## src/chan_sel_pkg.sv

```systemverilog
package chan_sel_pkg;

  // ----------------------------------------------------------------
  // Register map: word indexes, byte address is four times the index
  // ----------------------------------------------------------------
  localparam logic [7:0] IDX_BUF_CTRL = 8'h28;
  localparam logic [7:0] IDX_AUX_CTRL = 8'h3c;
  localparam logic [7:0] IDX_TEMP_CTRL = 8'h3d;
  localparam logic [7:0] IDX_CONV_STAT = 8'h3e;
  localparam logic [7:0] IDX_RESULT = 8'h3f;
  localparam logic [7:0] ADDR_BUF_CTRL = 8'ha0;
  localparam logic [7:0] ADDR_AUX_CTRL = 8'hf0;
  localparam logic [7:0] ADDR_TEMP_CTRL = 8'hf4;
  localparam logic [7:0] ADDR_CONV_STAT = 8'hf8;
  localparam logic [7:0] ADDR_RESULT = 8'hfc;
  localparam logic [7:0] BUF_CTRL_RST = 8'h00;
  localparam logic [7:0] AUX_CTRL_RST = 8'h00;
  localparam logic [7:0] TEMP_CTRL_RST = 8'h00;
  localparam int CHSEL_LSB = 3;
  localparam int CHSEL_MSB = 6;
  localparam int AUX_ON_BIT = 0;
  localparam int TEMP_ON_BIT = 0;
  localparam logic [3:0] CODE_XYZ = 4'h0;
  localparam logic [3:0] CODE_FIRST_BAD = 4'hc;

  // ----------------------------------------------------------------
  // Channel identifiers and carriers
  // ----------------------------------------------------------------
  typedef enum logic [2:0]
  {
    CH_X = 3'h0,
    CH_Y = 3'h1,
    CH_Z = 3'h2,
    CH_TEMP = 3'h3,
    CH_AUX = 3'h4
  } chan_t;

  typedef struct packed
  {
    logic x;
    logic y;
    logic z;
    logic temp;
    logic aux;
  } chan_mask_t;

  typedef struct packed
  {
    chan_t chan;
    logic [15:0] data;
  } result_t;

  typedef enum logic [2:0]
  {
    ST_IDLE = 3'b001,
    ST_REQ = 3'b010,
    ST_WAIT = 3'b100
  } conv_state_t;

endpackage : chan_sel_pkg

```

## src/conversion_channel_select.sv

```systemverilog
`timescale 1ns/1ns
module conversion_channel_select
  import chan_sel_pkg::*;
(
  input wire logic pclk,
  input wire logic presetn,
  input wire logic psel,
  input wire logic penable,
  input wire logic pwrite,
  input wire logic [7:0] paddr,
  input wire logic [31:0] pwdata,
  output logic [31:0] prdata,
  output logic pready,
  output logic pslverr,
  input wire logic sample_tick,
  output logic conv_start,
  output chan_t conv_chan,
  input wire logic conv_done,
  input wire logic [15:0] conv_data,
  output logic result_valid,
  output result_t result
);

  // ----------------------------------------------------------------
  // Channel decode
  // ----------------------------------------------------------------
  function automatic chan_mask_t decode_set(input logic [3:0] code, input logic t_on,
                                            input logic a_on);
    chan_mask_t m;
    m = '0;
    case (code[1:0])
      2'h0:
      begin
        m.x = 1'b1;
        m.y = 1'b1;
        m.z = 1'b1;
      end
      2'h1: m.x = 1'b1;
      2'h2: m.y = 1'b1;
      default: m.z = 1'b1;
    endcase
    // Reserved codes convert nothing rather than guessing a meaning
    if (code >= CODE_FIRST_BAD)
      m = '0;
    m.temp = (code[3:2] == 2'h1) && t_on;
    m.aux = (code[3:2] == 2'h2) && a_on;
    return m;
  endfunction : decode_set

  function automatic logic chan_in(input chan_mask_t m, input chan_t c);
    case (c)
      CH_X: return m.x;
      CH_Y: return m.y;
      CH_Z: return m.z;
      CH_TEMP: return m.temp;
      CH_AUX: return m.aux;
      default: return 1'b0;
    endcase
  endfunction : chan_in

  // Next enabled channel at or after c, in x, y, z, temp, aux order
  function automatic logic [3:0] next_chan(input chan_mask_t m, input logic [2:0] c);
    logic [3:0] r;
    r = 4'h8;
    for (int i = 4; i >= 0; i--)
      if (i >= int'(c) && chan_in(m, chan_t'(i[2:0])))
        r = {1'b0, i[2:0]};
    return r;
  endfunction : next_chan

  // ----------------------------------------------------------------
  // Registers
  // ----------------------------------------------------------------
  logic [7:0] buf_ctrl_r, buf_ctrl_nxt;
  logic [7:0] aux_ctrl_r, aux_ctrl_nxt;
  logic [7:0] temp_ctrl_r, temp_ctrl_nxt;
  logic [31:0] prdata_r, prdata_nxt;
  logic wr_en, rd_en, addr_ok;
  chan_mask_t sel_mask;

  assign pready = 1'b1;
  assign wr_en = psel && penable && pwrite;
  assign rd_en = psel && !penable && !pwrite;
  assign addr_ok = (paddr == ADDR_BUF_CTRL) || (paddr == ADDR_AUX_CTRL) ||
                   (paddr == ADDR_TEMP_CTRL) || (paddr == ADDR_CONV_STAT) ||
                   (paddr == ADDR_RESULT);
  assign pslverr = psel && penable && !addr_ok;
  assign prdata = prdata_r;

  conv_state_t state_r, state_nxt;
  logic [2:0] chan_r, chan_nxt;
  result_t result_r, result_nxt;
  logic result_valid_r, result_valid_nxt;

  always_comb
  begin
    buf_ctrl_nxt = buf_ctrl_r;
    aux_ctrl_nxt = aux_ctrl_r;
    temp_ctrl_nxt = temp_ctrl_r;
    prdata_nxt = prdata_r;
    if (wr_en)
    begin
      case (paddr)
        ADDR_BUF_CTRL: buf_ctrl_nxt = pwdata[7:0];
        ADDR_AUX_CTRL: aux_ctrl_nxt = pwdata[7:0];
        ADDR_TEMP_CTRL: temp_ctrl_nxt = pwdata[7:0];
        default: ;
      endcase
    end
    if (rd_en)
    begin
      case (paddr)
        ADDR_BUF_CTRL: prdata_nxt = {24'h0, buf_ctrl_r};
        ADDR_AUX_CTRL: prdata_nxt = {24'h0, aux_ctrl_r};
        ADDR_TEMP_CTRL: prdata_nxt = {24'h0, temp_ctrl_r};
        ADDR_CONV_STAT: prdata_nxt = {24'h0, 2'h0, state_r != ST_IDLE, sel_mask};
        ADDR_RESULT: prdata_nxt = {13'h0, result_r};
        default: prdata_nxt = 32'h0;
      endcase
    end
  end

  always_ff @(posedge pclk or negedge presetn)
  begin
    if (!presetn)
    begin
      buf_ctrl_r <= BUF_CTRL_RST;
      aux_ctrl_r <= AUX_CTRL_RST;
      temp_ctrl_r <= TEMP_CTRL_RST;
      prdata_r <= 32'h0;
    end
    else
    begin
      buf_ctrl_r <= buf_ctrl_nxt;
      aux_ctrl_r <= aux_ctrl_nxt;
      temp_ctrl_r <= temp_ctrl_nxt;
      prdata_r <= prdata_nxt;
    end
  end

  // ----------------------------------------------------------------
  // Conversion sequencer
  // ----------------------------------------------------------------
  // Set is latched at sample start so a mid-sample write cannot skew order
  chan_mask_t run_mask_r, run_mask_nxt;
  logic [3:0] first_ch, next_ch;

  assign sel_mask = decode_set(buf_ctrl_r[CHSEL_MSB:CHSEL_LSB], temp_ctrl_r[TEMP_ON_BIT],
                               aux_ctrl_r[AUX_ON_BIT]);
  assign first_ch = next_chan(sel_mask, 3'h0);
  assign next_ch = next_chan(run_mask_r, chan_r + 3'h1);

  always_comb
  begin
    state_nxt = state_r;
    chan_nxt = chan_r;
    run_mask_nxt = run_mask_r;
    result_nxt = result_r;
    result_valid_nxt = 1'b0;
    case (state_r)
      ST_IDLE:
        if (sample_tick && !first_ch[3])
        begin
          run_mask_nxt = sel_mask;
          chan_nxt = first_ch[2:0];
          state_nxt = ST_REQ;
        end
      ST_REQ: state_nxt = ST_WAIT;
      ST_WAIT:
        if (conv_done)
        begin
          result_nxt.chan = chan_t'(chan_r);
          result_nxt.data = conv_data;
          result_valid_nxt = 1'b1;
          if (next_ch[3])
            state_nxt = ST_IDLE;
          else
          begin
            chan_nxt = next_ch[2:0];
            state_nxt = ST_REQ;
          end
        end
      default: state_nxt = ST_IDLE;
    endcase
  end

  always_ff @(posedge pclk or negedge presetn)
  begin
    if (!presetn)
    begin
      state_r <= ST_IDLE;
      chan_r <= 3'h0;
      run_mask_r <= '0;
      result_r <= '0;
      result_valid_r <= 1'b0;
    end
    else
    begin
      state_r <= state_nxt;
      chan_r <= chan_nxt;
      run_mask_r <= run_mask_nxt;
      result_r <= result_nxt;
      result_valid_r <= result_valid_nxt;
    end
  end

  assign conv_start = (state_r == ST_REQ);
  assign conv_chan = chan_t'(chan_r);
  assign result = result_r;
  assign result_valid = result_valid_r;
endmodule : conversion_channel_select

```

## config.mk

```make
export PLATFORM = sky130hd
export DESIGN_NAME = conversion_channel_select
export DESIGN_NICKNAME = d
export VERILOG_FILES = /design/src/chan_sel_pkg.sv /design/src/conversion_channel_select.sv
export SDC_FILE = /design/constraint.sdc
export NUM_CORES = 1
export LEC_CHECK = 0
export BUFFER_PORTS_ARGS = -buffer_cell sky130_fd_sc_hd__buf_2
export CORE_MARGIN = 5
export CORE_UTILIZATION = 35
export DETAILED_ROUTE_END_ITERATION = 6
export GPL_TIMING_DRIVEN = 0
export MAX_ROUTING_LAYER = met4
export PLACE_DENSITY_LB_ADDON = 0.15
export SLEW_MARGIN = 20
export SYNTH_ARGS = -nofsm -noshare
export SYNTH_HDL_FRONTEND = slang
export SYNTH_SLANG_ARGS = --single-unit
```

## constraint.sdc

```tcl
create_clock -name pclk -period 3.2 [get_ports pclk]
set_clock_uncertainty 0.05 [all_clocks]
set_input_delay 0.32 -clock pclk [delete_from_list [all_inputs] [get_ports pclk]]
set_output_delay 0.32 -clock pclk [all_outputs]
set_load 0.01 [all_outputs]
```

# Yosys cells after proc, flatten, opt, wreduce, memory -nomap -nowiden
# Index checks and enable logic that the tools add are counted.
word_totals:
  output_inout_bits: 58
  inputBits: 63
  reg_bits: 87
op_classes:
  addsub: 1
  muxes: 25
  magnitude_cmp: 6
  n_eq_ne: 16
  n_reduce_logical: 33
ops:
  columns: ["cell", "n"]
  rows:
  - ["19-bit one-hot mux with 5 select lines", 1]
  - ["8-bit equality test, second input constant", 5]
  - ["4-bit 2-to-1 mux", 10]
  - ["3-bit 2-to-1 mux", 5]
  - ["1-bit logical AND", 13]
  - ["2-bit AND reduction", 6]
  - ["3-bit one-hot mux with 3 select lines", 1]
  - ["1-bit by 3-bit greater-or-equal comparator with 1-bit output, first input constant", 2]
  - ["2-bit by 3-bit greater-or-equal comparator with 1-bit output, first input constant", 2]
  - ["2-bit inequality test, second input constant", 3]
  - ["3-bit one-hot mux with 2 select lines", 1]
  - ["2-bit OR reduction", 3]
  - ["1-bit 2-to-1 mux", 5]
  - ["5-bit 2-to-1 mux", 1]
  - ["2-bit by 1-bit equality test with 1-bit output, second input constant", 2]
  - ["2-bit equality test, second input constant", 2]
  - ["4-bit greater-or-equal comparator, second input constant", 1]
  - ["1-bit zero test", 4]
  - ["1-bit logical OR", 4]
  - ["4-bit AND reduction", 1]
  - ["3-bit by 1-bit adder with 3-bit output, second input constant", 1]
  - ["3-bit by 1-bit equality test with 1-bit output, second input constant", 1]
  - ["3-bit by 2-bit equality test with 1-bit output, second input constant", 1]
  - ["3-bit equality test, second input constant", 1]
  - ["other kinds (5)", 5]

# Longest topological paths before layout
# Gate-level depths: netlist of the first run.
depth:
  word_depth: 11
  ltp_mapped: 7
  depth_no_buf: 7

# Worst setup path after synthesis of the first run
# Ideal clock, no wire load.
synth_timing:
  path_kind: "register to register"
  start: "register buf_ctrl_r[3]"
  end: "register chan_r[1] (netlist: conv_chan[1])"
  period_less_slack_ps: 2255
  slack_ps: 945
  arrival_time_ps: 2080
  setup_time_ps: 125
  t_required_ps: 3025
  path_stages_with_launch: 8
  cell_sequence: "dfrtp_1 inv_1 ha_1 or4b_4 o2111ai_4 nor2b_4 a211oi_4 mux2_4"
synth_between:
  elab_chain_cells: 11
  elab_cells_between_ends: 20
  classes_between: "order compare (1); eq/ne (3); mux (9); reduce/logical (7)"
synth_rtl:
  columns: ["element", "line", "rtl"]
  rows:
  - ["start: declaration", "conversion_channel_select.sv:74", "logic [7:0] buf_ctrl_r, buf_ctrl_nxt;"]
  - ["start signal: assignment", "conversion_channel_select.sv:134", "buf_ctrl_r <= buf_ctrl_nxt;"]
  - ["2-bit equality test or 2-bit by 1-bit equality test with 1-bit output (tied branches)", "conversion_channel_select.sv:31", "case (code[1:0])"]
  - ["2-bit OR reduction (no source line)", null, null]
  - ["1-bit 2-to-1 mux", "conversion_channel_select.sv:31", null]
  - ["5-bit 2-to-1 mux (*)", "conversion_channel_select.sv:43", "if (code >= CODE_FIRST_BAD)"]
  - ["4-bit 2-to-1 mux (2 in series)", "conversion_channel_select.sv:66", "if (i >= int'(c) && chan_in(m, chan_t'(i[2:0])))"]
  - ["4-bit 2-to-1 mux (*)", "conversion_channel_select.sv:66", null]
  - ["1-bit zero test", "conversion_channel_select.sv:162", "if (sample_tick && !first_ch[3])"]
  - ["1-bit logical AND", "conversion_channel_select.sv:162", null]
  - ["2-bit inequality test (no source line)", null, null]
  - ["4-bit AND reduction (no source line)", null, null]
  - ["end signal: assignment", "conversion_channel_select.sv:200", "chan_r <= chan_nxt;"]
  - ["end: declaration", "conversion_channel_select.sv:91", "logic [2:0] chan_r, chan_nxt;"]
# Mark *: on every way between the ends. The rest lies on a longest branch, timed or not. The select of a mux whose other input is x is not followed.
# A chain may end at the register's enable or synchronous reset.

# Worst setup path in the final report of the first run
layout_timing:
  start: "register buf_ctrl_r[4]"
  end: "register chan_r[0] (netlist: conv_chan[0])"
# Same word-level chain as after synthesis.

==> impl_metrics.toml, run 1 <==
[outcome]
status = "finished, final reports clean"

[logic_synthesis]
ys_seq_elements = 74
synth.distinct_cells = 45
syn_area_sq_mm = 0.00355
yosysSeqAreaShare_pct = 52.2
yosysWarningCount = 0
avgSynthCellArea_sq_um = 12.4
syn_inst = 286

[cells_and_area]
nFillCells = 996
drive_gt1_share_pct = 45.1
antenna_cells = 0
design_area_sq_mm = 0.00441
fin_nets = 461
final_util_pct = 44.9
area_delta_synth_final_pct = 24.3

[worst_setup_path]
cp_max_fo = 6
critPathCaptureType = "flop"
arrival_ns = 2.66
crit_required_ns = 3.39
slowest_stage = "or4b_4"
path_class = "flop to flop"
crit_buf_inv = 1
cpPeakStageDelay_ns = 0.49
worstRegToRegCells = 7
cp-start-kind = "flop"
cpLargestDelayFamily = "simple AND/OR/NAND/NOR gates"
cp.depth = 7
crit_chain = "inv_1 -> ha_1 -> or4b_4 -> o2111ai_4 -> nor2b_4 -> a211oi_4 -> mux2_4"

[detailed_routing]
firstDrtPassIters = 4
viasPerCell = 4.85
wl_per_cell_um = 16.1
via_count = 2573
wirelength_um = 8560
drtIter0Drc = 122
detail-route-antenna-nets = 0
drc = 0

[min_path]
hold_path_depth = 2
min_path_type = "input port to flop"

[floorplanning]
die_area_sq_mm = 0.0123
core_region_area_sq_mm = 0.00982
fp-row-count = 36
die_h_um = 111
io_pins = 121
die_w_um = 111
start_util_pct = 36.1

[global_route]
track_usage_pct = 14.7
grt_pass1_vias = 2628
grt_pass1_wl_um = 14100
antenna_found_initial = 0
grt_max_degree = 51
gr-total-overflow = 0

[timing]
slew_headroom_pct = 53.2
post-route-min-period_ns = 2.46
max_freq_ghz = 0.406
fin_setup_tns_ns = 0
finalCritPeriodShare_pct = 77.0
setup_viol = 0
tightest_slew_ns = 0.698
hold_viol = 0
drv_slew = 0
rsz0062_at_grt = "no"

[cts]
post_cts_buffers = 0
cts_made_buffers = 9
clk_latency_ns = 0.35
clkSinkCount = 74
htree_levels = 3
clock_path_buffers = 2
cts_tree = "built"
cts_root_buf = "clkbuf_8"
path_clk_slew_ns = 0.09

[placement]
place_area_sq_mm = 0.00420
hpwlAfterDp_um = 6390
numPortBuffers = 81
routabilityCongestion = 0.781

[power_and_ir_drop]
p_leak_uw = 0.00229
power_uw = 2480
power.density_mw_per_mm2 = 561
irDropWorstVdd_v = 0.000321

[job]
drv_cap = 0
-- layout by cell type, fill, tap and decap left out, types with 2 or more instances in the layout --
master,n
clkbuf_8,9
mux2_4,2
mux2_2,46
ha_1,6
nor2_1,17
nor3b_1,3
nand4_1,2
o21ai_0,6
mux2i_1,13
o21a_1,3
buf_2,86
dfrtp_1,73
a22o_1,20
nand2_1,13
a21oi_1,13
buf_4,16
nor3_1,3
conb_1,14
inv_6,3
clkinvlp_4,2
inv_1,6
o22ai_1,8
clkbuf_1,4
-- cell usage after synthesis (all sizes together) --
| cell type | n | share of area, % |
|---|---|---|
| a211o | 1 | 0.25 |
| a211oi | 2 | 0.78 |
| a21o | 2 | 0.46 |
| a21oi | 13 | 1.8 |
| a22o | 20 | 4.9 |
| a31oi | 1 | 0.18 |
| and2 | 1 | 0.18 |
| and3 | 1 | 0.18 |
| buf | 21 | 4.0 |
| clkbuf | 4 | 0.42 |
| conb | 2 | 0.21 |
| dfrtp | 73 | 51 |
| dfstp | 1 | 0.74 |
| ha | 6 | 2.1 |
| inv | 7 | 0.74 |
| mux2 | 48 | 15 |
| mux2i | 13 | 3.7 |
| nand2 | 13 | 1.4 |
| nand3 | 1 | 0.14 |
| nand4 | 2 | 0.35 |
| nand4b | 1 | 0.25 |
| nand4bb | 1 | 0.32 |
| nor2 | 17 | 1.8 |
| nor2b | 2 | 0.56 |
| nor3 | 5 | 1.2 |
| nor3b | 3 | 0.63 |
| nor4 | 1 | 0.60 |
| o2111ai | 1 | 0.74 |
| o21a | 3 | 0.63 |
| o21ai | 6 | 0.85 |
| o21bai | 1 | 0.21 |
| o22ai | 8 | 1.4 |
| o32a | 1 | 0.32 |
| or2 | 1 | 0.18 |
| or4 | 1 | 0.21 |
| or4b | 1 | 0.39 |
| xor2 | 1 | 0.25 |
-- power by group --
part / internal (uW) / switching (uW) / leakage [uW]
combinational: 272 / 270 / 0.00120
sequential: 1060 / 107 / 0.000990
clock: 374 / 393 / 0.0000988
total: 1710 / 770 / 0.00229
-- logic make-up (layout without fill, tap and decap cells) --
group	Yosys count	after routing	share of synthesized area, %
flops	74	74	52.2
mux	61	61	19.1
compound gates	59	59	12.6
simple gates	51	51	8.32
buf+inv	32	131	5.18
fa+ha+maj	6	6	2.12
other cells	2	14	0.212
xor+xnor	1	1	0.247
-- metrics by stage --
| stage | worst slack, ns | hold WS [ns] | std cells |
|---|---|---|---|
| after floorplan | 0.945 | -0.0256 | 298 |
| after global placement | 0.787 | 0.433 | 512 |
| after detailed placement | 0.766 | 0.210 | 513 |
| after CTS | 0.714 | 0.127 | 530 |
| after global routing | 0.613 | 0.122 | 530 |
| final | 0.736 | 0.139 | 530 |
-- path summary, 6_finish.rpt --
kind                                           start  slack [ns]                   endpoint
max in group asynchronous                    presetn        2.17  buf_ctrl_r[2]$_DFFE_PN0P_
setup reg to reg           buf_ctrl_r[4]$_DFFE_PN0P_        0.74   conv_chan[0]$_DFFE_PN0P_
hold / removal                         conv_data[12]        0.14     result[12]$_DFFE_PN0P_
min in group asynchronous                    presetn        0.37   conv_chan[2]$_DFFE_PN0P_
setup / recovery           buf_ctrl_r[4]$_DFFE_PN0P_        0.74   conv_chan[0]$_DFFE_PN0P_
hold reg to reg               prdata[17]$_DFFE_PN0P_        0.46     prdata[17]$_DFFE_PN0P_
-- routing by layer --
metal	GRT usage [%]	part of all wire, %
met2	22.0	47
met1	19.4	47
met3	5.08	5.5
met5	-	0
met4	3.20	0.96
-- sequential cells by signal, summed over array words and instances (netlist names), 3 cells and up --
signal and count:
aux_ctrl_r 8, conv_chan 3, temp_ctrl_r 8, run_mask_r 5, result 19, prdata 19
buf_ctrl_r 8, state_r 3
-- final cells by class --
| type | instances | area, sq um | share of cell area, % |
|---|---|---|---|
| clock buffer | 9 | 124 | 2.81 |
| multi-input combinational | 192 | 1560 | 35.3 |
| buffer | 25 | 158 | 3.57 |
| timing repair buffer | 83 | 445 | 10.1 |
| clock inverter | 7 | 82.6 | 1.87 |
| sequential | 74 | 1850 | 42.0 |
| inverter | 7 | 26.3 | 0.596 |
| tap | 133 | 166 | 3.77 |
-- what timing repair did --
item / 4_1_cts / 5_1_grt
hold endpoints to repair: 23 / 0
gates resized for setup: 0 / 0
hold buffers: 1 / 0
Power figures use the tool's default switching activity.
==> inputs of run 2 (changes only) <==
- clock period: 3.2 -> 2 ns (I/O delays scaled with it)
==> run 2 against run 1 <==
Effect of this change: the run now ends with setup timing left; critical path depth unchanged; cell count up 1.1%; count of clock-buffer cells in the layout unchanged; fmax up 14%; sequential power up 60%; via count up 0.70%; register-to-register slack worse by 0.91 ns; die area unchanged; setup slack worse by 0.91 ns; total power up 56%; sequential share of layout area down 0.54 points; critical path type unchanged; largest power group unchanged.
==> impl_metrics.toml, run 2 (synthesis results as in run 1) <==
[worst_setup_path]
worstRegToRegCells = 7
critPathCaptureType = "flop"
crit_path_start = "buf_ctrl_r[3]$_DFFE_PN0P_"
cpLargestDelayFamily = "simple AND/OR/NAND/NOR gates"
cp-start-kind = "flop"
path_class = "flop to flop"
cpPeakStageDelay_ns = 0.46
reg2reg_from = "buf_ctrl_r[3]$_DFFE_PN0P_"
cp_max_fo = 4
crit_chain = "inv_2 -> ha_4 -> or4b_4 -> o2111ai_4 -> nor2b_4 -> a211oi_4 -> mux2_4"
slowest_stage = "or4b_4"
crit_required_ns = 2.19
arrival_ns = 2.36
cp.depth = 7
crit_buf_inv = 1

[floorplanning]
fp-row-count = 36
start_util_pct = 36.1
die_h_um = 111
die_area_sq_mm = 0.0123
io_pins = 121
die_w_um = 111
core_region_area_sq_mm = 0.00982

[cts]
cts_made_buffers = 9
clkSinkCount = 74
clk_latency_ns = 0.35
cts_tree = "built"
path_clk_slew_ns = 0.09
cts_root_buf = "clkbuf_8"
clock_path_buffers = 2
htree_levels = 3

[min_path]
hold_start = "conv_data[13]"
min_path_type = "input port to flop"
hold_path_depth = 2

[cells_and_area]
final_common_cell = "buf_2"
nFillCells = 992
final_cell_mix = "buf_2, dfrtp_1, mux2_2"
multi_input_area_sq_mm = 0.00161
drive_gt1_share_pct = 49.1
final_util_pct = 45.6
area_delta_synth_final_pct = 26.2
fin_nets = 467
antenna_cells = 0
ff_latch_area_sq_mm = 0.00186

[global_route]
grt_max_degree = 39
grt_pass1_vias = 2820
grt_pass1_wl_um = 14600
antenna_found_initial = 0
gr-total-overflow = 0
track_usage_pct = 15.1

[timing]
setup_viol = 10
worst_slack_ns = -0.170
slew_headroom_pct = 53.6
whs_ns = 0.0191
fin_setup_tns_ns = -0.923
drv_slew = 0
max_freq_ghz = 0.461
tightest_slew_ns = 0.692
finalCritPeriodShare_pct = 108
post-route-min-period_ns = 2.17
rsz0062_at_grt = "yes"
hold_viol = 0

[outcome]
status = "finished, violations left"
violations = "setup timing"

[power_and_ir_drop]
switching_share_pct = 31.7
p_switching_uw = 1230
power_uw = 3860
comb_power_share_pct = 23.7
power.density_mw_per_mm2 = 862
pwr-share-clk_pct = 27.9
p_seq_share_pct = 48.4
irDropWorstVdd_v = 0.000353
internal_power_uw = 2640
p_leak_uw = 0.00230

[placement]
routabilityCongestion = 0.749
place_ws_ns = -0.404
hpwlAfterDp_um = 6520
numPortBuffers = 81

[detailed_routing]
firstDrtPassIters = 4
wirelength_um = 8630
drtIter0Drc = 99
viasPerCell = 4.83
wl_per_cell_um = 16.1
via_count = 2591
drc = 0
detail-route-antenna-nets = 0

[job]
drv_cap = 0
[run 2: cell count changes in the layout (fill, tap and decap cells not counted), sizes merged]
| cell | delta |
|---|---|
| clkinv | +1 |
| buf | +6 |
| bufinv | -1 |
[run 2: power groups by stage]
| stage | combinational (uW) | sequential [uW] | clock [uW] |
|---|---|---|---|
| CTS | 926 | 1870 | 1130 |
| finish | 914 | 1870 | 1080 |
| global route | 1010 | 1910 | 1190 |
| floorplan | 469 | 1930 | 0 |
| detailed placement | 884 | 1900 | 0 |
| global placement | 865 | 1890 | 0 |
[run 2: layout make-up]
type,count,share of cell area [%]
flip-flops and latches,74,41.5
inverters,7,0.587
well taps,133,3.72
clock buffers,9,2.77
multi-input cells,192,35.9
clock inverters,7,1.29
repair buffers,89,10.8
plain buffers,25,3.52
[run 2: repair_timing]
action                     in CTS  in global routing
setup buffers                   4                  2
pin swaps                       4                  3
hold endpoints to repair       35                  0
gates resized for setup         4                  6
hold buffers                    1                  0
setup endpoints to repair      10                 22
[run 2: final timing paths]
| path | end | slack [ns] |
|---|---|---|
| worst max register to register | conv_chan[0]$_DFFE_PN0P_ | -0.17 |
| max in group asynchronous | result[2]$_DFFE_PN0P_ | 1.02 |
| worst max-delay path | conv_chan[0]$_DFFE_PN0P_ | -0.17 |
| worst min-delay path | result[13]$_DFFE_PN0P_ | 0.02 |
| worst min register to register | prdata[9]$_DFFE_PN0P_ | 0.45 |
| min in group asynchronous | state_r[1]$_DFFE_PN0P_ | 0.31 |
[run 2: stage by stage]
| step | area [sq um] | instances |
|---|---|---|
| final | 4480 | 536 |
| after global routing | 4480 | 536 |
| after CTS | 4450 | 534 |
| after detailed placement | 4200 | 513 |
| after global placement | 4180 | 512 |
| after floorplan | 3610 | 298 |
[run 2: per-layer routing]
metal	GRT usage, %	part of all wire (%)	up-vias	wire length (um)
li1	-	-	1232	-
met1	19.1	46	1281	3960
met2	24.2	49	69	4220
met3	4.04	4.3	9	374
met4	3.69	1.0	0	87
met5	-	0	-	0
[run 2: worst register-to-register path, stage by stage (launching register included)]
cell	delay, ns
dfrtp_1	0.40
inv_2	0.09
ha_4	0.27
or4b_4	0.46
o2111ai_4	0.21
nor2b_4	0.21
a211oi_4	0.06
mux2_4	0.31
==> inputs of run 3 (changes only) <==
- CORE_MARGIN: 5 -> 8
==> run 3 against run 2 <==
Effect of this change: the run still ends with setup timing left; global-route usage shrank 1.3 points; via count shrank 1.1%; die area grew 11%.
==> impl_metrics.toml, run 3 (synthesis results as in run 1) <==
[worst_setup_path]
slowest_stage = "or4b_4"
crit_chain = "inv_2 -> ha_4 -> or4b_4 -> o2111ai_4 -> nor2b_4 -> a211oi_4 -> mux2_4"
cpPeakStageDelay_ns = 0.46
arrival_ns = 2.38
path_class = "flop to flop"
cp-start-kind = "flop"
critPathCaptureType = "flop"
cp_max_fo = 4
crit_required_ns = 2.18

[global_route]
grt_pass1_vias = 2687
track_usage_pct = 13.8
gr-total-overflow = 0
grt_pass1_wl_um = 14100
use_met2_pct = 21.8
antenna_found_initial = 0
met3_usage_pct = 4.03
top_usage_layer = "met2"
grt_max_degree = 40
use_met1_pct = 17.4

[placement]
place_inst = 513
routabilityCongestion = 0.749
numPortBuffers = 81
place_area_sq_mm = 0.00420
hpwlAfterDp_um = 6770

[cells_and_area]
nFillCells = 976
final_util_pct = 46.2
drive_gt1_share_pct = 48.1
final_cell_mix = "buf_2, dfrtp_1, mux2_2"
ff_latch_area_sq_mm = 0.00185
antenna_cells = 0
final_common_cell = "buf_2"
area_delta_synth_final_pct = 27.9
fin_cells = 536
design_area_sq_mm = 0.00454
fin_nets = 467
multi_input_area_sq_mm = 0.00160

[min_path]
min_path_type = "input port to flop"

[floorplanning]
fp-row-count = 36
die_w_um = 117
die_h_um = 117
start_util_pct = 36.1
io_pins = 121
core_region_area_sq_mm = 0.00982
die_area_sq_mm = 0.0136

[cts]
path_clk_slew_ns = 0.08
clk_latency_ns = 0.35
clkSinkCount = 74
clock_path_buffers = 2
cts_root_buf = "clkbuf_8"
cts_tree = "built"
htree_levels = 3
cts_made_buffers = 9

[detailed_routing]
viasPerCell = 4.78
firstDrtPassIters = 4
via_count = 2563
drc = 0
wl_per_cell_um = 16.5
wirelength_um = 8850
detail-route-antenna-nets = 0
drtIter0Drc = 98

[power_and_ir_drop]
power_uw = 4260
power.density_mw_per_mm2 = 939
irDropWorstVdd_v = 0.000501
p_leak_uw = 0.00234

[timing]
drv_slew = 0
max_freq_ghz = 0.456
post-route-min-period_ns = 2.19
hold_viol = 0
worst_slack_ns = -0.192
finalCritPeriodShare_pct = 110
slew_headroom_pct = 54.3
rsz0062_at_grt = "yes"
setup_viol = 10
fin_setup_tns_ns = -1.19
tightest_slew_ns = 0.681

[outcome]
status = "finished, violations left"
violations = "setup timing"

[job]
drv_cap = 0
==> run 3: cell count changes in the layout (fill, tap and decap cells not counted), sizes merged <==
cell,delta
bufinv,+3
clkinv,-1
clkinvlp,-1
inv,-1
==> run 3: timing repair <==
action,CTS,global route
hold buffers,1,0
hold endpoints to repair,34,0
gates resized for setup,4,4
buffers inserted,5,1
pin swaps,4,2
endpoints found under the setup margin,10,21
==> run 3: worst max-delay path, delay by kind of cell, from the launching register on <==
kind / cells / cell delay [ns]
adders and majority gates: 1 / 0.26
and+or+nand+nor: 2 / 0.67
muxes: 1 / 0.31
DFF: 1 / 0.42
buffers and inverters: 1 / 0.08
AOI/OAI and AO/OA: 2 / 0.28
==> run 3: through the flow <==
step / worst slack, ns / hold slack (ns)
after floorplan: -0.186 / -0.146
after global placement: -0.442 / 0.381
after detailed placement: -0.436 / 0.152
after CTS: -0.207 / 0.00789
after global routing: -0.268 / 0.00503
final: -0.192 / 0.0285
==> run 3: cell type report <==
| class | count | share of cell area, % |
|---|---|---|
| Inverter | 7 | 0.579 |
| Timing Repair Buffer | 89 | 10.6 |
| Multi-Input combinational cell | 192 | 35.3 |
| Buffer | 25 | 3.50 |
| Tap cell | 133 | 3.67 |
| Clock buffer | 9 | 2.73 |
| Clock inverter | 7 | 2.73 |
| Sequential cell | 74 | 40.8 |
==> run 3: where the power goes <==
group | internal (uW) | switching [uW]
registers | 1700 | 177
logic | 487 | 459
clock network | 842 | 600
==> run 3: worst paths after layout <==
| check | slack, ns | cells after the start | start | endpoint |
|---|---|---|---|---|
| max in group asynchronous | 1.02 | 3 | presetn | prdata[0]$_DFFE_PN0P_ |
| setup / recovery | -0.19 | 7 | buf_ctrl_r[4]$_DFFE_PN0P_ | conv_chan[1]$_DFFE_PN0P_ |
| hold / removal | 0.03 | 2 | conv_data[10] | result[10]$_DFFE_PN0P_ |
| hold reg to reg | 0.46 | 1 | prdata[18]$_DFFE_PN0P_ | prdata[18]$_DFFE_PN0P_ |
| min in group asynchronous | 0.31 | 2 | presetn | state_r[1]$_DFFE_PN0P_ |
| setup reg to reg | -0.19 | 7 | buf_ctrl_r[4]$_DFFE_PN0P_ | conv_chan[1]$_DFFE_PN0P_ |
==> run 3: routing by layer <==
| metal | vias up | share of wire [%] |
|---|---|---|
| li1 | 1241 | - |
| met1 | 1258 | 46 |
| met2 | 62 | 48 |
| met3 | 2 | 5.5 |
| met4 | 0 | 0.28 |
| met5 | - | 0 |
